==> src/inc/eba_defines.svh <==
// Constants for the eight-bit ALU datapath: offsets, field positions, values
`ifndef EBA_DEFINES_SVH
`define EBA_DEFINES_SVH
`define EBA_BYTE_ZERO 8'h00
`define EBA_BYTE_ONE 8'h01
`define EBA_WORD_ZERO 32'h0000_0000
`define EBA_BIT_ADDR_MAX 8'h3F
`define EBA_MSB 7
`define EBA_LSB 0
`define EBA_HI_SEVEN 7:1
`define EBA_LO_SEVEN 6:0
`define EBA_NIB_HI 7:4
`define EBA_NIB_LO 3:0
`define EBA_CY_BIT 8
`define EBA_HC_BIT 4
`define EBA_REG_WREG 4'h0
`define EBA_REG_FLAGS 4'h4
`define EBA_REG_STATUS 4'h8
`define EBA_FLAG_Z 0
`define EBA_FLAG_C 1
`define EBA_FLAG_HALF_CARRY 2
`define EBA_FLAG_SIGNED_RANGE 3
`define EBA_STS_SKIP 0
`define EBA_STS_BITERR 1
`endif

==> src/inc/eba_pkg.sv <==
// Types shared by the eight-bit ALU datapath
package eba_pkg;
    typedef enum logic [5:0] {
        OP_NOP = 6'h00, OP_ADD_AI = 6'h01, OP_ADD_AM = 6'h02, OP_ADD_MA = 6'h03,
        OP_ADDC_AM = 6'h04, OP_ADDC_MA = 6'h05, OP_ADDC_A = 6'h06, OP_ADDC_M = 6'h07,
        OP_NADD_AM = 6'h08, OP_NADD_MA = 6'h09, OP_SUB_AI = 6'h0A, OP_SUB_AM = 6'h0B,
        OP_SUB_MA = 6'h0C, OP_SUBC_AM = 6'h0D, OP_SUBC_MA = 6'h0E, OP_SUBC_A = 6'h0F,
        OP_SUBC_M = 6'h10, OP_INC_M = 6'h11, OP_DEC_M = 6'h12, OP_CLEAR_M = 6'h13,
        OP_SHR_A = 6'h14, OP_SHR_M = 6'h15, OP_RRC_A = 6'h16, OP_RRC_M = 6'h17,
        OP_SHL_A = 6'h18, OP_SHL_M = 6'h19, OP_RLC_A = 6'h1A, OP_RLC_M = 6'h1B,
        OP_SWAP_A = 6'h1C, OP_AND_AI = 6'h1D, OP_AND_AM = 6'h1E, OP_AND_MA = 6'h1F,
        OP_OR_AI = 6'h20, OP_OR_AM = 6'h21, OP_OR_MA = 6'h22, OP_XOR_AI = 6'h23,
        OP_XOR_AM = 6'h24, OP_XOR_MA = 6'h25, OP_XOR_IOA = 6'h26, OP_NOT_A = 6'h27,
        OP_NOT_M = 6'h28, OP_NEG_A = 6'h29, OP_NEG_M = 6'h2A, OP_COMP_AM = 6'h2B,
        OP_COMP_MA = 6'h2C, OP_BCLR_IO = 6'h2D, OP_BSET_IO = 6'h2E, OP_BCLR_M = 6'h2F,
        OP_BSET_M = 6'h30, OP_SWAPC_IO = 6'h31, OP_CEQSN_AI = 6'h32
    } eba_op_t;

    // Result of one add or subtract with its flags
    typedef struct packed {
        logic signed_range;
        logic half_carry;
        logic c;
        logic [7:0] res;
    } eba_arith_t;

    // Whole state of the datapath
    typedef struct packed {
        logic [7:0] wreg;
        logic z;
        logic c;
        logic half_carry;
        logic signed_range;
        logic mem_we;
        logic io_we;
        logic [7:0] waddr;
        logic [7:0] wdata;
        logic skip;
        logic bit_err;
        logic bus_ack;
        logic [31:0] rdata;
    } eba_state_t;
endpackage

==> src/design/eba_core.sv <==
// Eight-bit ALU datapath with working register, flags and an Avalon-MM status port
`timescale 1ns/10ps
`include "eba_defines.svh"

module eba_core
    import eba_pkg::*;
(
    // Clock and reset
    input wire logic CLK_I,
    input wire logic RST_I,
    // Execute request from decoder
    input wire logic EXEC_I,
    input eba_op_t OP_I,
    input wire logic [7:0] IMM_I,
    input wire logic [7:0] ADDR_I,
    input wire logic [2:0] BIT_I,
    input wire logic [7:0] MEM_RDATA_I,
    input wire logic [7:0] IO_RDATA_I,
    input wire logic IO_DIR_OUT_I,
    // Results toward memory, IO space and sequencer
    output logic [7:0] WREG_O,
    output logic FLAG_Z_O,
    output logic FLAG_C_O,
    output logic FLAG_HALF_CARRY_O,
    output logic FLAG_SIGNED_RANGE_O,
    output logic MEM_WE_O,
    output logic IO_WE_O,
    output logic [7:0] WADDR_O,
    output logic [7:0] WDATA_O,
    output logic SKIP_O,
    output logic BIT_ERR_O,
    // Avalon-MM slave
    input wire logic [3:0] ADDRESS_I,
    input wire logic READ_I,
    input wire logic WRITE_I,
    input wire logic [31:0] WRITEDATA_I,
    input wire logic [3:0] BYTEENABLE_I,
    output logic [31:0] READDATA_O,
    output logic WAITREQUEST_O
);

    eba_state_t st;
    eba_state_t next_st;

    // Add with carry in; carry and half carry are plain carry-outs
    function automatic eba_arith_t eba_add(input logic [7:0] a, input logic [7:0] b,
                                           input logic ci);
        logic [8:0] s;
        logic [4:0] h;
        eba_arith_t r;
        s = {1'b0, a} + {1'b0, b} + {8'h00, ci};
        h = {1'b0, a[`EBA_NIB_LO]} + {1'b0, b[`EBA_NIB_LO]} + {4'h0, ci};
        r.res = s[7:0];
        r.c = s[`EBA_CY_BIT];
        r.half_carry = h[`EBA_HC_BIT];
        r.signed_range = (a[`EBA_MSB] == b[`EBA_MSB]) && (s[`EBA_MSB] != a[`EBA_MSB]);
        return r;
    endfunction

    // Subtract with borrow in; carry and half carry report borrows
    function automatic eba_arith_t eba_sub(input logic [7:0] a, input logic [7:0] b,
                                           input logic bi);
        logic [8:0] s;
        logic [4:0] h;
        eba_arith_t r;
        s = {1'b0, a} - {1'b0, b} - {8'h00, bi};
        h = {1'b0, a[`EBA_NIB_LO]} - {1'b0, b[`EBA_NIB_LO]} - {4'h0, bi};
        r.res = s[7:0];
        r.c = s[`EBA_CY_BIT];
        r.half_carry = h[`EBA_HC_BIT];
        r.signed_range = (a[`EBA_MSB] != b[`EBA_MSB]) && (s[`EBA_MSB] != a[`EBA_MSB]);
        return r;
    endfunction

    logic bus_req;
    logic bus_take;
    logic bit_op;
    logic bit_bad;

    // Requests wait one cycle so that read data always comes from a flop
    assign bus_req = READ_I || WRITE_I;
    assign bus_take = bus_req && st.bus_ack;
    assign WAITREQUEST_O = bus_req && !st.bus_ack;

    // Bit-addressed operations reach only the low part of the address space
    assign bit_op = (OP_I == OP_BCLR_IO) || (OP_I == OP_BSET_IO) || (OP_I == OP_BCLR_M)
                    || (OP_I == OP_BSET_M) || (OP_I == OP_SWAPC_IO);
    assign bit_bad = EXEC_I && bit_op && (ADDR_I > `EBA_BIT_ADDR_MAX);

    // Next-state logic: execution, then bus access
    always_comb begin
        eba_arith_t ar;
        logic [7:0] res;
        logic [7:0] mask;
        logic wr_a;
        logic wr_m;
        logic wr_io;
        logic upd_all;
        logic upd_z;
        logic upd_c;
        logic new_c;
        ar = '0;
        res = `EBA_BYTE_ZERO;
        mask = `EBA_BYTE_ONE << BIT_I;
        wr_a = 1'b0;
        wr_m = 1'b0;
        wr_io = 1'b0;
        upd_all = 1'b0;
        upd_z = 1'b0;
        upd_c = 1'b0;
        new_c = st.c;
        next_st = st;
        next_st.mem_we = 1'b0;
        next_st.io_we = 1'b0;
        next_st.skip = 1'b0;
        next_st.bus_ack = bus_req && !st.bus_ack;
        if (EXEC_I && !bit_bad) begin
            case (OP_I)
                OP_ADD_AI: begin ar = eba_add(st.wreg, IMM_I, 1'b0); wr_a = 1'b1; end
                OP_ADD_AM: begin ar = eba_add(st.wreg, MEM_RDATA_I, 1'b0); wr_a = 1'b1; end
                OP_ADD_MA: begin ar = eba_add(st.wreg, MEM_RDATA_I, 1'b0); wr_m = 1'b1; end
                OP_ADDC_AM: begin ar = eba_add(st.wreg, MEM_RDATA_I, st.c); wr_a = 1'b1; end
                OP_ADDC_MA: begin ar = eba_add(st.wreg, MEM_RDATA_I, st.c); wr_m = 1'b1; end
                OP_ADDC_A: begin ar = eba_add(st.wreg, `EBA_BYTE_ZERO, st.c); wr_a = 1'b1; end
                OP_ADDC_M: begin ar = eba_add(MEM_RDATA_I, `EBA_BYTE_ZERO, st.c); wr_m = 1'b1; end
                OP_NADD_AM: begin ar = eba_sub(MEM_RDATA_I, st.wreg, 1'b0); wr_a = 1'b1; end
                OP_NADD_MA: begin ar = eba_sub(st.wreg, MEM_RDATA_I, 1'b0); wr_m = 1'b1; end
                OP_SUB_AI: begin ar = eba_sub(st.wreg, IMM_I, 1'b0); wr_a = 1'b1; end
                OP_SUB_AM: begin ar = eba_sub(st.wreg, MEM_RDATA_I, 1'b0); wr_a = 1'b1; end
                OP_SUB_MA: begin ar = eba_sub(MEM_RDATA_I, st.wreg, 1'b0); wr_m = 1'b1; end
                OP_SUBC_AM: begin ar = eba_sub(st.wreg, MEM_RDATA_I, st.c); wr_a = 1'b1; end
                OP_SUBC_MA: begin ar = eba_sub(MEM_RDATA_I, st.wreg, st.c); wr_m = 1'b1; end
                OP_SUBC_A: begin ar = eba_sub(st.wreg, `EBA_BYTE_ZERO, st.c); wr_a = 1'b1; end
                OP_SUBC_M: begin ar = eba_sub(MEM_RDATA_I, `EBA_BYTE_ZERO, st.c); wr_m = 1'b1; end
                OP_INC_M: begin ar = eba_add(MEM_RDATA_I, `EBA_BYTE_ONE, 1'b0); wr_m = 1'b1; end
                OP_DEC_M: begin ar = eba_sub(MEM_RDATA_I, `EBA_BYTE_ONE, 1'b0); wr_m = 1'b1; end
                OP_COMP_AM: ar = eba_sub(st.wreg, MEM_RDATA_I, 1'b0);
                OP_COMP_MA: ar = eba_sub(MEM_RDATA_I, st.wreg, 1'b0);
                OP_CEQSN_AI: begin
                    ar = eba_sub(st.wreg, IMM_I, 1'b0);
                    next_st.skip = (st.wreg == IMM_I);
                end
                OP_CLEAR_M: begin res = `EBA_BYTE_ZERO; wr_m = 1'b1; end
                OP_SHR_A: begin res = {1'b0, st.wreg[`EBA_HI_SEVEN]}; new_c = st.wreg[`EBA_LSB]; end
                OP_SHR_M: begin res = {1'b0, MEM_RDATA_I[`EBA_HI_SEVEN]}; new_c = MEM_RDATA_I[`EBA_LSB]; end
                OP_RRC_A: begin res = {st.c, st.wreg[`EBA_HI_SEVEN]}; new_c = st.wreg[`EBA_LSB]; end
                OP_RRC_M: begin res = {st.c, MEM_RDATA_I[`EBA_HI_SEVEN]}; new_c = MEM_RDATA_I[`EBA_LSB]; end
                OP_SHL_A: begin res = {st.wreg[`EBA_LO_SEVEN], 1'b0}; new_c = st.wreg[`EBA_MSB]; end
                OP_SHL_M: begin res = {MEM_RDATA_I[`EBA_LO_SEVEN], 1'b0}; new_c = MEM_RDATA_I[`EBA_MSB]; end
                OP_RLC_A: begin res = {st.wreg[`EBA_LO_SEVEN], st.c}; new_c = st.wreg[`EBA_MSB]; end
                OP_RLC_M: begin res = {MEM_RDATA_I[`EBA_LO_SEVEN], st.c}; new_c = MEM_RDATA_I[`EBA_MSB]; end
                OP_SWAP_A: begin res = {st.wreg[`EBA_NIB_LO], st.wreg[`EBA_NIB_HI]}; wr_a = 1'b1; end
                OP_AND_AI: begin res = st.wreg & IMM_I; wr_a = 1'b1; upd_z = 1'b1; end
                OP_AND_AM: begin res = st.wreg & MEM_RDATA_I; wr_a = 1'b1; upd_z = 1'b1; end
                OP_AND_MA: begin res = st.wreg & MEM_RDATA_I; wr_m = 1'b1; upd_z = 1'b1; end
                OP_OR_AI: begin res = st.wreg | IMM_I; wr_a = 1'b1; upd_z = 1'b1; end
                OP_OR_AM: begin res = st.wreg | MEM_RDATA_I; wr_a = 1'b1; upd_z = 1'b1; end
                OP_OR_MA: begin res = st.wreg | MEM_RDATA_I; wr_m = 1'b1; upd_z = 1'b1; end
                OP_XOR_AI: begin res = st.wreg ^ IMM_I; wr_a = 1'b1; upd_z = 1'b1; end
                OP_XOR_AM: begin res = st.wreg ^ MEM_RDATA_I; wr_a = 1'b1; upd_z = 1'b1; end
                OP_XOR_MA: begin res = st.wreg ^ MEM_RDATA_I; wr_m = 1'b1; upd_z = 1'b1; end
                OP_XOR_IOA: begin res = st.wreg ^ IO_RDATA_I; wr_io = 1'b1; end
                OP_NOT_A: begin res = ~st.wreg; wr_a = 1'b1; upd_z = 1'b1; end
                OP_NOT_M: begin res = ~MEM_RDATA_I; wr_m = 1'b1; upd_z = 1'b1; end
                OP_NEG_A: begin res = `EBA_BYTE_ZERO - st.wreg; wr_a = 1'b1; upd_z = 1'b1; end
                OP_NEG_M: begin res = `EBA_BYTE_ZERO - MEM_RDATA_I; wr_m = 1'b1; upd_z = 1'b1; end
                OP_BCLR_IO: begin res = IO_RDATA_I & ~mask; wr_io = 1'b1; end
                OP_BSET_IO: begin res = IO_RDATA_I | mask; wr_io = 1'b1; end
                OP_BCLR_M: begin res = MEM_RDATA_I & ~mask; wr_m = 1'b1; end
                OP_BSET_M: begin res = MEM_RDATA_I | mask; wr_m = 1'b1; end
                OP_SWAPC_IO: begin
                    // Output pin takes carry; an input pin only loads carry
                    new_c = IO_RDATA_I[BIT_I];
                    res = st.c ? (IO_RDATA_I | mask) : (IO_RDATA_I & ~mask);
                    wr_io = IO_DIR_OUT_I;
                end
                default: res = st.wreg;
            endcase
            // Shift and rotate groups write back to the operand they read
            case (OP_I)
                OP_SHR_A, OP_RRC_A, OP_SHL_A, OP_RLC_A: begin wr_a = 1'b1; upd_c = 1'b1; end
                OP_SHR_M, OP_RRC_M, OP_SHL_M, OP_RLC_M: begin wr_m = 1'b1; upd_c = 1'b1; end
                OP_SWAPC_IO: upd_c = 1'b1;
                OP_NOP, OP_CLEAR_M, OP_SWAP_A, OP_XOR_IOA, OP_BCLR_IO, OP_BSET_IO, OP_BCLR_M,
                OP_BSET_M, OP_AND_AI, OP_AND_AM, OP_AND_MA, OP_OR_AI, OP_OR_AM, OP_OR_MA,
                OP_XOR_AI, OP_XOR_AM, OP_XOR_MA, OP_NOT_A, OP_NOT_M, OP_NEG_A, OP_NEG_M:
                    upd_all = 1'b0;
                default: upd_all = 1'b1;
            endcase
            if (upd_all) begin
                res = ar.res;
                next_st.z = (ar.res == `EBA_BYTE_ZERO);
                next_st.c = ar.c;
                next_st.half_carry = ar.half_carry;
                next_st.signed_range = ar.signed_range;
            end
            if (upd_z) begin
                next_st.z = (res == `EBA_BYTE_ZERO);
            end
            if (upd_c) begin
                next_st.c = new_c;
            end
            if (wr_a) begin
                next_st.wreg = res;
            end
            next_st.mem_we = wr_m;
            next_st.io_we = wr_io;
            if (wr_m || wr_io) begin
                next_st.waddr = ADDR_I;
                next_st.wdata = res;
            end
        end
        // Software writes to the working register and flags yield to execution
        if (bus_take && WRITE_I && BYTEENABLE_I[0] && !EXEC_I) begin
            if (ADDRESS_I == `EBA_REG_WREG) begin
                next_st.wreg = WRITEDATA_I[7:0];
            end
            if (ADDRESS_I == `EBA_REG_FLAGS) begin
                next_st.z = WRITEDATA_I[`EBA_FLAG_Z];
                next_st.c = WRITEDATA_I[`EBA_FLAG_C];
                next_st.half_carry = WRITEDATA_I[`EBA_FLAG_HALF_CARRY];
                next_st.signed_range = WRITEDATA_I[`EBA_FLAG_SIGNED_RANGE];
            end
        end
        // Sticky refusal flag: a new refusal wins over a clear in the same cycle
        if (bus_take && WRITE_I && BYTEENABLE_I[0] && (ADDRESS_I == `EBA_REG_STATUS)
            && WRITEDATA_I[`EBA_STS_BITERR]) begin
            next_st.bit_err = 1'b0;
        end
        if (bit_bad) begin
            next_st.bit_err = 1'b1;
        end
        // Read data captured during the wait cycle; unmapped reads give zero
        if (READ_I && !st.bus_ack) begin
            next_st.rdata = `EBA_WORD_ZERO;
            case (ADDRESS_I)
                `EBA_REG_WREG: next_st.rdata[7:0] = st.wreg;
                `EBA_REG_FLAGS: next_st.rdata[`EBA_FLAG_SIGNED_RANGE:`EBA_FLAG_Z] =
                    {st.signed_range, st.half_carry, st.c, st.z};
                `EBA_REG_STATUS: next_st.rdata[`EBA_STS_BITERR:`EBA_STS_SKIP] = {st.bit_err, st.skip};
                default: next_st.rdata = `EBA_WORD_ZERO;
            endcase
        end
    end

    // State register
    always_ff @(posedge CLK_I or posedge RST_I) begin
        if (RST_I) begin
            st <= '0;
        end else begin
            st <= next_st;
        end
    end

    // Outputs other than WAITREQUEST_O come straight from the state flops
    assign WREG_O = st.wreg;
    assign FLAG_Z_O = st.z;
    assign FLAG_C_O = st.c;
    assign FLAG_HALF_CARRY_O = st.half_carry;
    assign FLAG_SIGNED_RANGE_O = st.signed_range;
    assign MEM_WE_O = st.mem_we;
    assign IO_WE_O = st.io_we;
    assign WADDR_O = st.waddr;
    assign WDATA_O = st.wdata;
    assign SKIP_O = st.skip;
    assign BIT_ERR_O = st.bit_err;
    assign READDATA_O = st.rdata;
endmodule

==> config.mk <==
export PLATFORM = sky130hd
export DESIGN_NAME = eba_core
export DESIGN_NICKNAME = d
export VERILOG_FILES = /design/src/inc/eba_pkg.sv /design/src/design/eba_core.sv
export VERILOG_INCLUDE_DIRS = /design/src /design/src/inc
export SDC_FILE = /design/constraint.sdc
export NUM_CORES = 1
export LEC_CHECK = 0
export BUFFER_PORTS_ARGS = -buffer_cell sky130_fd_sc_hd__buf_2
export CORE_UTILIZATION = 40
export DETAILED_ROUTE_END_ITERATION = 8
export SYNTH_ARGS = -nofsm -noshare
export SYNTH_HDL_FRONTEND = slang
export SYNTH_SLANG_ARGS = --single-unit
==> constraint.sdc <==
create_clock -name CLK_I -period 5.21 [get_ports CLK_I]
set_clock_uncertainty 0.2 [all_clocks]
set_input_delay 0.521 -clock CLK_I [delete_from_list [all_inputs] [get_ports CLK_I]]
set_output_delay 0.521 -clock CLK_I [all_outputs]
set_load 0.1 [all_outputs]
==> reports/metrics.csv, run 1 <==
metric,value,unit
start_util,41.0,%
power.density,454,mW/mm²
tightest_slew,1160,ps
path_clk_slew,60,ps
arrival,4520,ps
clockBufferDepth,2,
cp-end-kind,flop,
grt_pass1_vias,10400,
first_iter_violations,1393,
cts_hold_buffers,0,
fp.dieW,158,µm
synth_edf_count,0,
vias,11300,
synthCells,1313,
synth_area,0.00972,mm²
r2r_slack,660,ps
area_growth_syn_to_layout,9.77,%
viasPerCell,6.66,
cp_max_fo,7,
worstSetupStartpointType,flop,
ys_warn_count,0,
yosys_register_bits,41,
grt_use_total,37.5,%
antenna_cells,0,
cts_buffers,5,
synth.top_cell.area_share,10.6,%
grt_remaining_overflow,0,
synth_largest_area_cell,dfrtp_1,
avgSynthCellArea,7.40,µm²
drt-total-wl,46.7,mm
die_h,158,µm
dieArea,0.0249,mm²
final.period_utilization,87.3,%
peakVddDrop,0.625,mV
place.gp.congestion,1.03,
cts_tree,built,
max_freq,220,MHz
hold_viol,0,
outcome,completed,
ios,152,
grt_start_max_net_pins,42,
rsz0062_at_grt,false,
max_cap_violations,0,
final_cell_mix,"106 x nor2_1, 100 x buf_2, 89 x nand2_1, 85 x buf_4, 78 x a21oi_1",
drc,0,
hpwl,36.5,mm
grt_pass1_wl,68.2,mm
dpl_cell_area,0.0105,mm²
layout_min_cycle_time,4550,ps
cts_root_buf,clkbuf_16,
slew_headroom,22.8,%
drt_pre_antenna_iters,5,
finalInstanceArea,0.0107,mm²
ys_seq_area_share,10.6,%
cts_resized,0,
cts_num_sinks,41,
num_rows,56,
worst-setup-path-type,flop to flop,
wire_per_inst,27.5,µm
finalSetupViolCount,0,
antenna_found_initial,1,
fp.coreArea,0.0237,mm²
synth_top_cells_by_area,"dfrtp_1 11%, ha_1 9.4%, buf_4 4.5%",
worstHoldPathType,input pin to asynchronous set/reset pin,
leakage,0.00443,µW
netlist-cell-type-count,99,
drive_gt1_share,18.4,%
fin_nets,1544,
async_flop_share,100,%
slew_viol_final,0,
insertion_delay,290,ps
post_cts_buffers,0,
synth_flop_cell,dfrtp_1,
port_buffers,100,
antenna_left,0,
htreeDepth,2,
worstPathRequired,5180,ps
final_common_cell,nor2_1,
tns,0,ps
-- synthesized netlist by cell type, drive strengths merged, types with 21 or more instances --
master,number
nor2,107
buf,99
nand2,89
o21ai,79
a21oi,78
ha,73
clkbuf,50
inv,47
dfrtp,41
nor3,39
nand3,38
xnor2,38
mux2i,25
nand2b,25
nor4,25
mux2,21
o22ai,21
-- kinds of logic after synthesis --
| kind of cell | after synthesis | synth area share, % |
|---|---|---|
| fa+ha+maj | 78 | 10.4 |
| other cells | 1 | 0.0386 |
| simple gates | 477 | 26.9 |
| flops | 41 | 10.6 |
| compound gates | 417 | 31.0 |
| mux | 48 | 5.47 |
| buf+inv | 200 | 10.7 |
| xor+xnor | 51 | 4.88 |
-- area by class of cell --
class                      instances  area [µm²]
multi-input combinational       1095        7740
fill                            2540       13000
tap                              319         399
clock inverter                     2        37.5
clock buffer                       6         139
inverter                          51         191
sequential                        41        1030
timing repair buffer             185        1140
-- state kept, by name (all words and copies together) (netlist names), 8 cells and up --
| register | flops |
|---|---|
| WDATA_O | 8 |
| WREG_O | 8 |
| WADDR_O | 8 |
| READDATA_O | 8 |
-- worst max-delay path, stage by stage (launching register included) --
cell and delay [ps]:
dfrtp_1 520, inv_1 330, ha_1 340, fa_1 410, nand2b_1 210, a21o_1 280
a211o_1 330, nor4_2 450, o21a_1 160, mux2i_1 60, a2111oi_0 470, o21ai_1 290
a221o_1 370
-- stage by stage --
stage,total power [µW],worst slack (ps),hold slack (ps),utilization [%],instances
floorplan,3310,1170,250,-,1336
global placement,4380,628,259,44.3,1691
detailed placement,4370,614,265,44.3,1691
CTS,4760,684,175,45.1,1699
global route,5100,426,205,45.1,1699
finish,4840,662,145,45.1,1699
-- final timing paths --
| path | start | endpoint | cells after the start |
|---|---|---|---|
| max | WREG_O[0]$_DFF_PP0_ | FLAG_SIGNED_RANGE_O$_DFF_PP0_ | 12 |
| min | RST_I | WADDR_O[4]$_DFFE_PP0P_ | 3 |
| max reg2reg | WREG_O[0]$_DFF_PP0_ | FLAG_SIGNED_RANGE_O$_DFF_PP0_ | 12 |
| min reg2reg | READDATA_O[3]$_DFFE_PP0P_ | READDATA_O[3]$_DFFE_PP0P_ | 2 |
| max in group asynchronous | RST_I | WDATA_O[5]$_DFFE_PP0P_ | 3 |
| min in group CLK_I | WRITEDATA_I[7] | WREG_O[7]$_DFF_PP0_ | 3 |
-- layer usage --
metal	GRT usage, %	vias to the layer above	wire, µm
met5	0	-	0
met4	23.7	0	3420
met3	8.29	172	4490
met2	56.1	686	19700
met1	48.4	5415	19000
li1	-	5049	-
-- where the power goes --
| group | internal, µW | total, µW | switching, µW |
|---|---|---|---|
| combinational | 1240 | 3970 | 2730 |
| clock | 239 | 370 | 131 |
| sequential | 405 | 499 | 94.2 |
| total | 1880 | 4840 | 2960 |
Power figures use the tool's default switching activity.
==> run 2, diff against run 1 <==
PLACE_DENSITY = 0.65   (was unset)
clock period = 5.9 ns   (was 5.21 ns; I/O delays follow)
==> run 2 against run 1 <==
  * Critical path depth unchanged
  * Cell area fell by 3.2%
  * Register-to-register slack better by 490 ps
  * Non-clock buffer count down 45
  * Worst setup slack better by 390 ps
  * Sequential share of layout area up 0.32 points
  * Utilization is 1.5 points lower
==> reports/metrics.csv, run 2 (synthesis results as in run 1) <==
metric,value,unit,change
place.gp.congestion,1.08,,+4.1%
slew_headroom,18.2,%,-4.5 points
grt_start_max_net_pins,44,,+4.8%
area_growth_syn_to_layout,6.23,%,
grt_remaining_overflow,0,,unchanged
worstSetupStartpointType,input pin,,
port_buffers,100,,unchanged
tightest_slew,1220,ps,+61.4 ps
tns,0,ps,unchanged
insertion_delay,290,ps,about the same
max_freq,206,MHz,
vias,11300,,-0.26%
cts_num_sinks,41,,unchanged
final_common_cell,nor2_1,,
cp_max_fo,23,,+16
leakage,0.00422,µW,-4.8%
dp.cells,1645,,-2.7%
slew_viol_final,0,,unchanged
drive_gt1_share,15.6,%,-2.8 points
antenna_cells,0,,unchanged
hold_viol,0,,unchanged
wire_per_inst,25.8,µm,-6.1%
antenna_left,0,,unchanged
cts_root_buf,clkbuf_16,,
ios,152,,unchanged
post_cts_buffers,0,,unchanged
first_iter_violations,1817,,+30%
max_cap_violations,0,,unchanged
power.density,396,mW/mm²,-13%
htreeDepth,2,,unchanged
cp-end-kind,flop,,
cts_hold_buffers,0,,unchanged
worstPathRequired,5870,ps,+690 ps
hpwl,32.1,mm,-12%
final_cell_mix,"106 x nor2_1, 101 x buf_2, 89 x nand2_1, 78 x a21oi_1",,
drt_pre_antenna_iters,8,,+3
clockBufferDepth,2,,unchanged
viasPerCell,6.83,,+2.5%
final.hold.worst_slack,212,ps,+67.4 ps
outcome,completed,,
cts_buffers,5,,unchanged
grt_pass1_wl,62.8,mm,-7.8%
worst-setup-path-type,input pin to flop,,
rsz0062_at_grt,false,,
worstHoldPathType,input pin to asynchronous set/reset pin,,
start_util,41.0,%,unchanged
peakVddDrop,0.263,mV,-58%
fp.coreArea,0.0237,mm²,unchanged
final.period_utilization,82.1,%,
cts_tree,built,,
arrival,4820,ps,+300 ps
fp.dieW,158,µm,unchanged
grt_pass1_vias,10300,,-0.88%
die_h,158,µm,unchanged
layout_min_cycle_time,4850,ps,
dieArea,0.0249,mm²,unchanged
drt-total-wl,42.7,mm,-8.5%
finalSetupViolCount,0,,unchanged
path_clk_slew,60,ps,about the same
antenna_found_initial,1,,unchanged
grt_use_total,33.8,%,-3.7 points
fin_nets,1499,,-2.9%
layout.cells.non_filler,1654,,-2.6%
cts_resized,0,,unchanged
num_rows,56,,unchanged
drc,0,,unchanged
[run 2: changes by cell type in the layout (fill, tap and decap cells not counted)]
| cell | change |
|---|---|
| buf_2 | +1 |
| clkbuf_1 | +1 |
| buf_4 | -46 |
| clkinvlp_4 | -1 |
[run 2: area by class of cell]
type / instances / area (µm²)
fill: 2485 / 13400
multi-input combinational: 1095 / 7740
sequential: 41 / 1030
timing repair buffer: 140 / 798
tap: 319 / 399
inverter: 51 / 191
clock buffer: 7 / 143
clock inverter: 1 / 30.0
[run 2: metal layers]
layer / routed length, µm / GRT usage, % / vias up / share of wire (%)
met5: 0 / 0 / - / 0
met4: 3170 / 21.5 / 0 / 7.4
met3: 5300 / 9.23 / 179 / 12
met2: 17500 / 49.1 / 828 / 41
met1: 16800 / 43.7 / 5316 / 39
li1: - / - / 4970 / -
[run 2: worst max-delay path, stage by stage]
cell	delay (ps)
buf_2	370
inv_1	340
ha_1	770
nor2b_1	150
a2111oi_2	370
o311ai_1	290
or4b_1	640
a21oi_1	170
nor2_1	60
a2111oi_0	490
o21ai_1	220
a221o_1	350
[run 2: worst paths after layout]
kind,cells after the start,endpoint,startpoint,slack [ps]
setup / recovery,12,FLAG_SIGNED_RANGE_O$_DFF_PP0_,MEM_RDATA_I[5],1050
hold / removal,3,WADDR_O[3]$_DFFE_PP0P_,RST_I,210
setup reg to reg,11,FLAG_SIGNED_RANGE_O$_DFF_PP0_,WREG_O[1]$_DFF_PP0_,1150
hold reg to reg,2,READDATA_O[2]$_DFFE_PP0P_,READDATA_O[2]$_DFFE_PP0P_,280
max in group asynchronous,3,WDATA_O[7]$_DFFE_PP0P_,RST_I,4930
min in group CLK_I,2,READDATA_O[2]$_DFFE_PP0P_,READDATA_O[2]$_DFFE_PP0P_,280
[run 2: per-stage QoR]
| stage | area, µm² | utilization (%) | power (µW) | worst slack, ps |
|---|---|---|---|---|
| finish | 10300 | 43.6 | 4090 | 1050 |
| global route | 10300 | 43.6 | 4280 | 775 |
| CTS | 10300 | 43.6 | 3980 | 1200 |
| detailed placement | 10100 | 42.9 | 3640 | 894 |
| global placement | 10100 | 42.9 | 3620 | 922 |
| floorplan | 9810 | - | 2930 | 1790 |
[run 2: where the power goes]
part	internal [µW]	switching, µW	total (µW)
clock network	211	113	325
registers	357	95.4	452
logic	974	2330	3310
total	1540	2540	4090
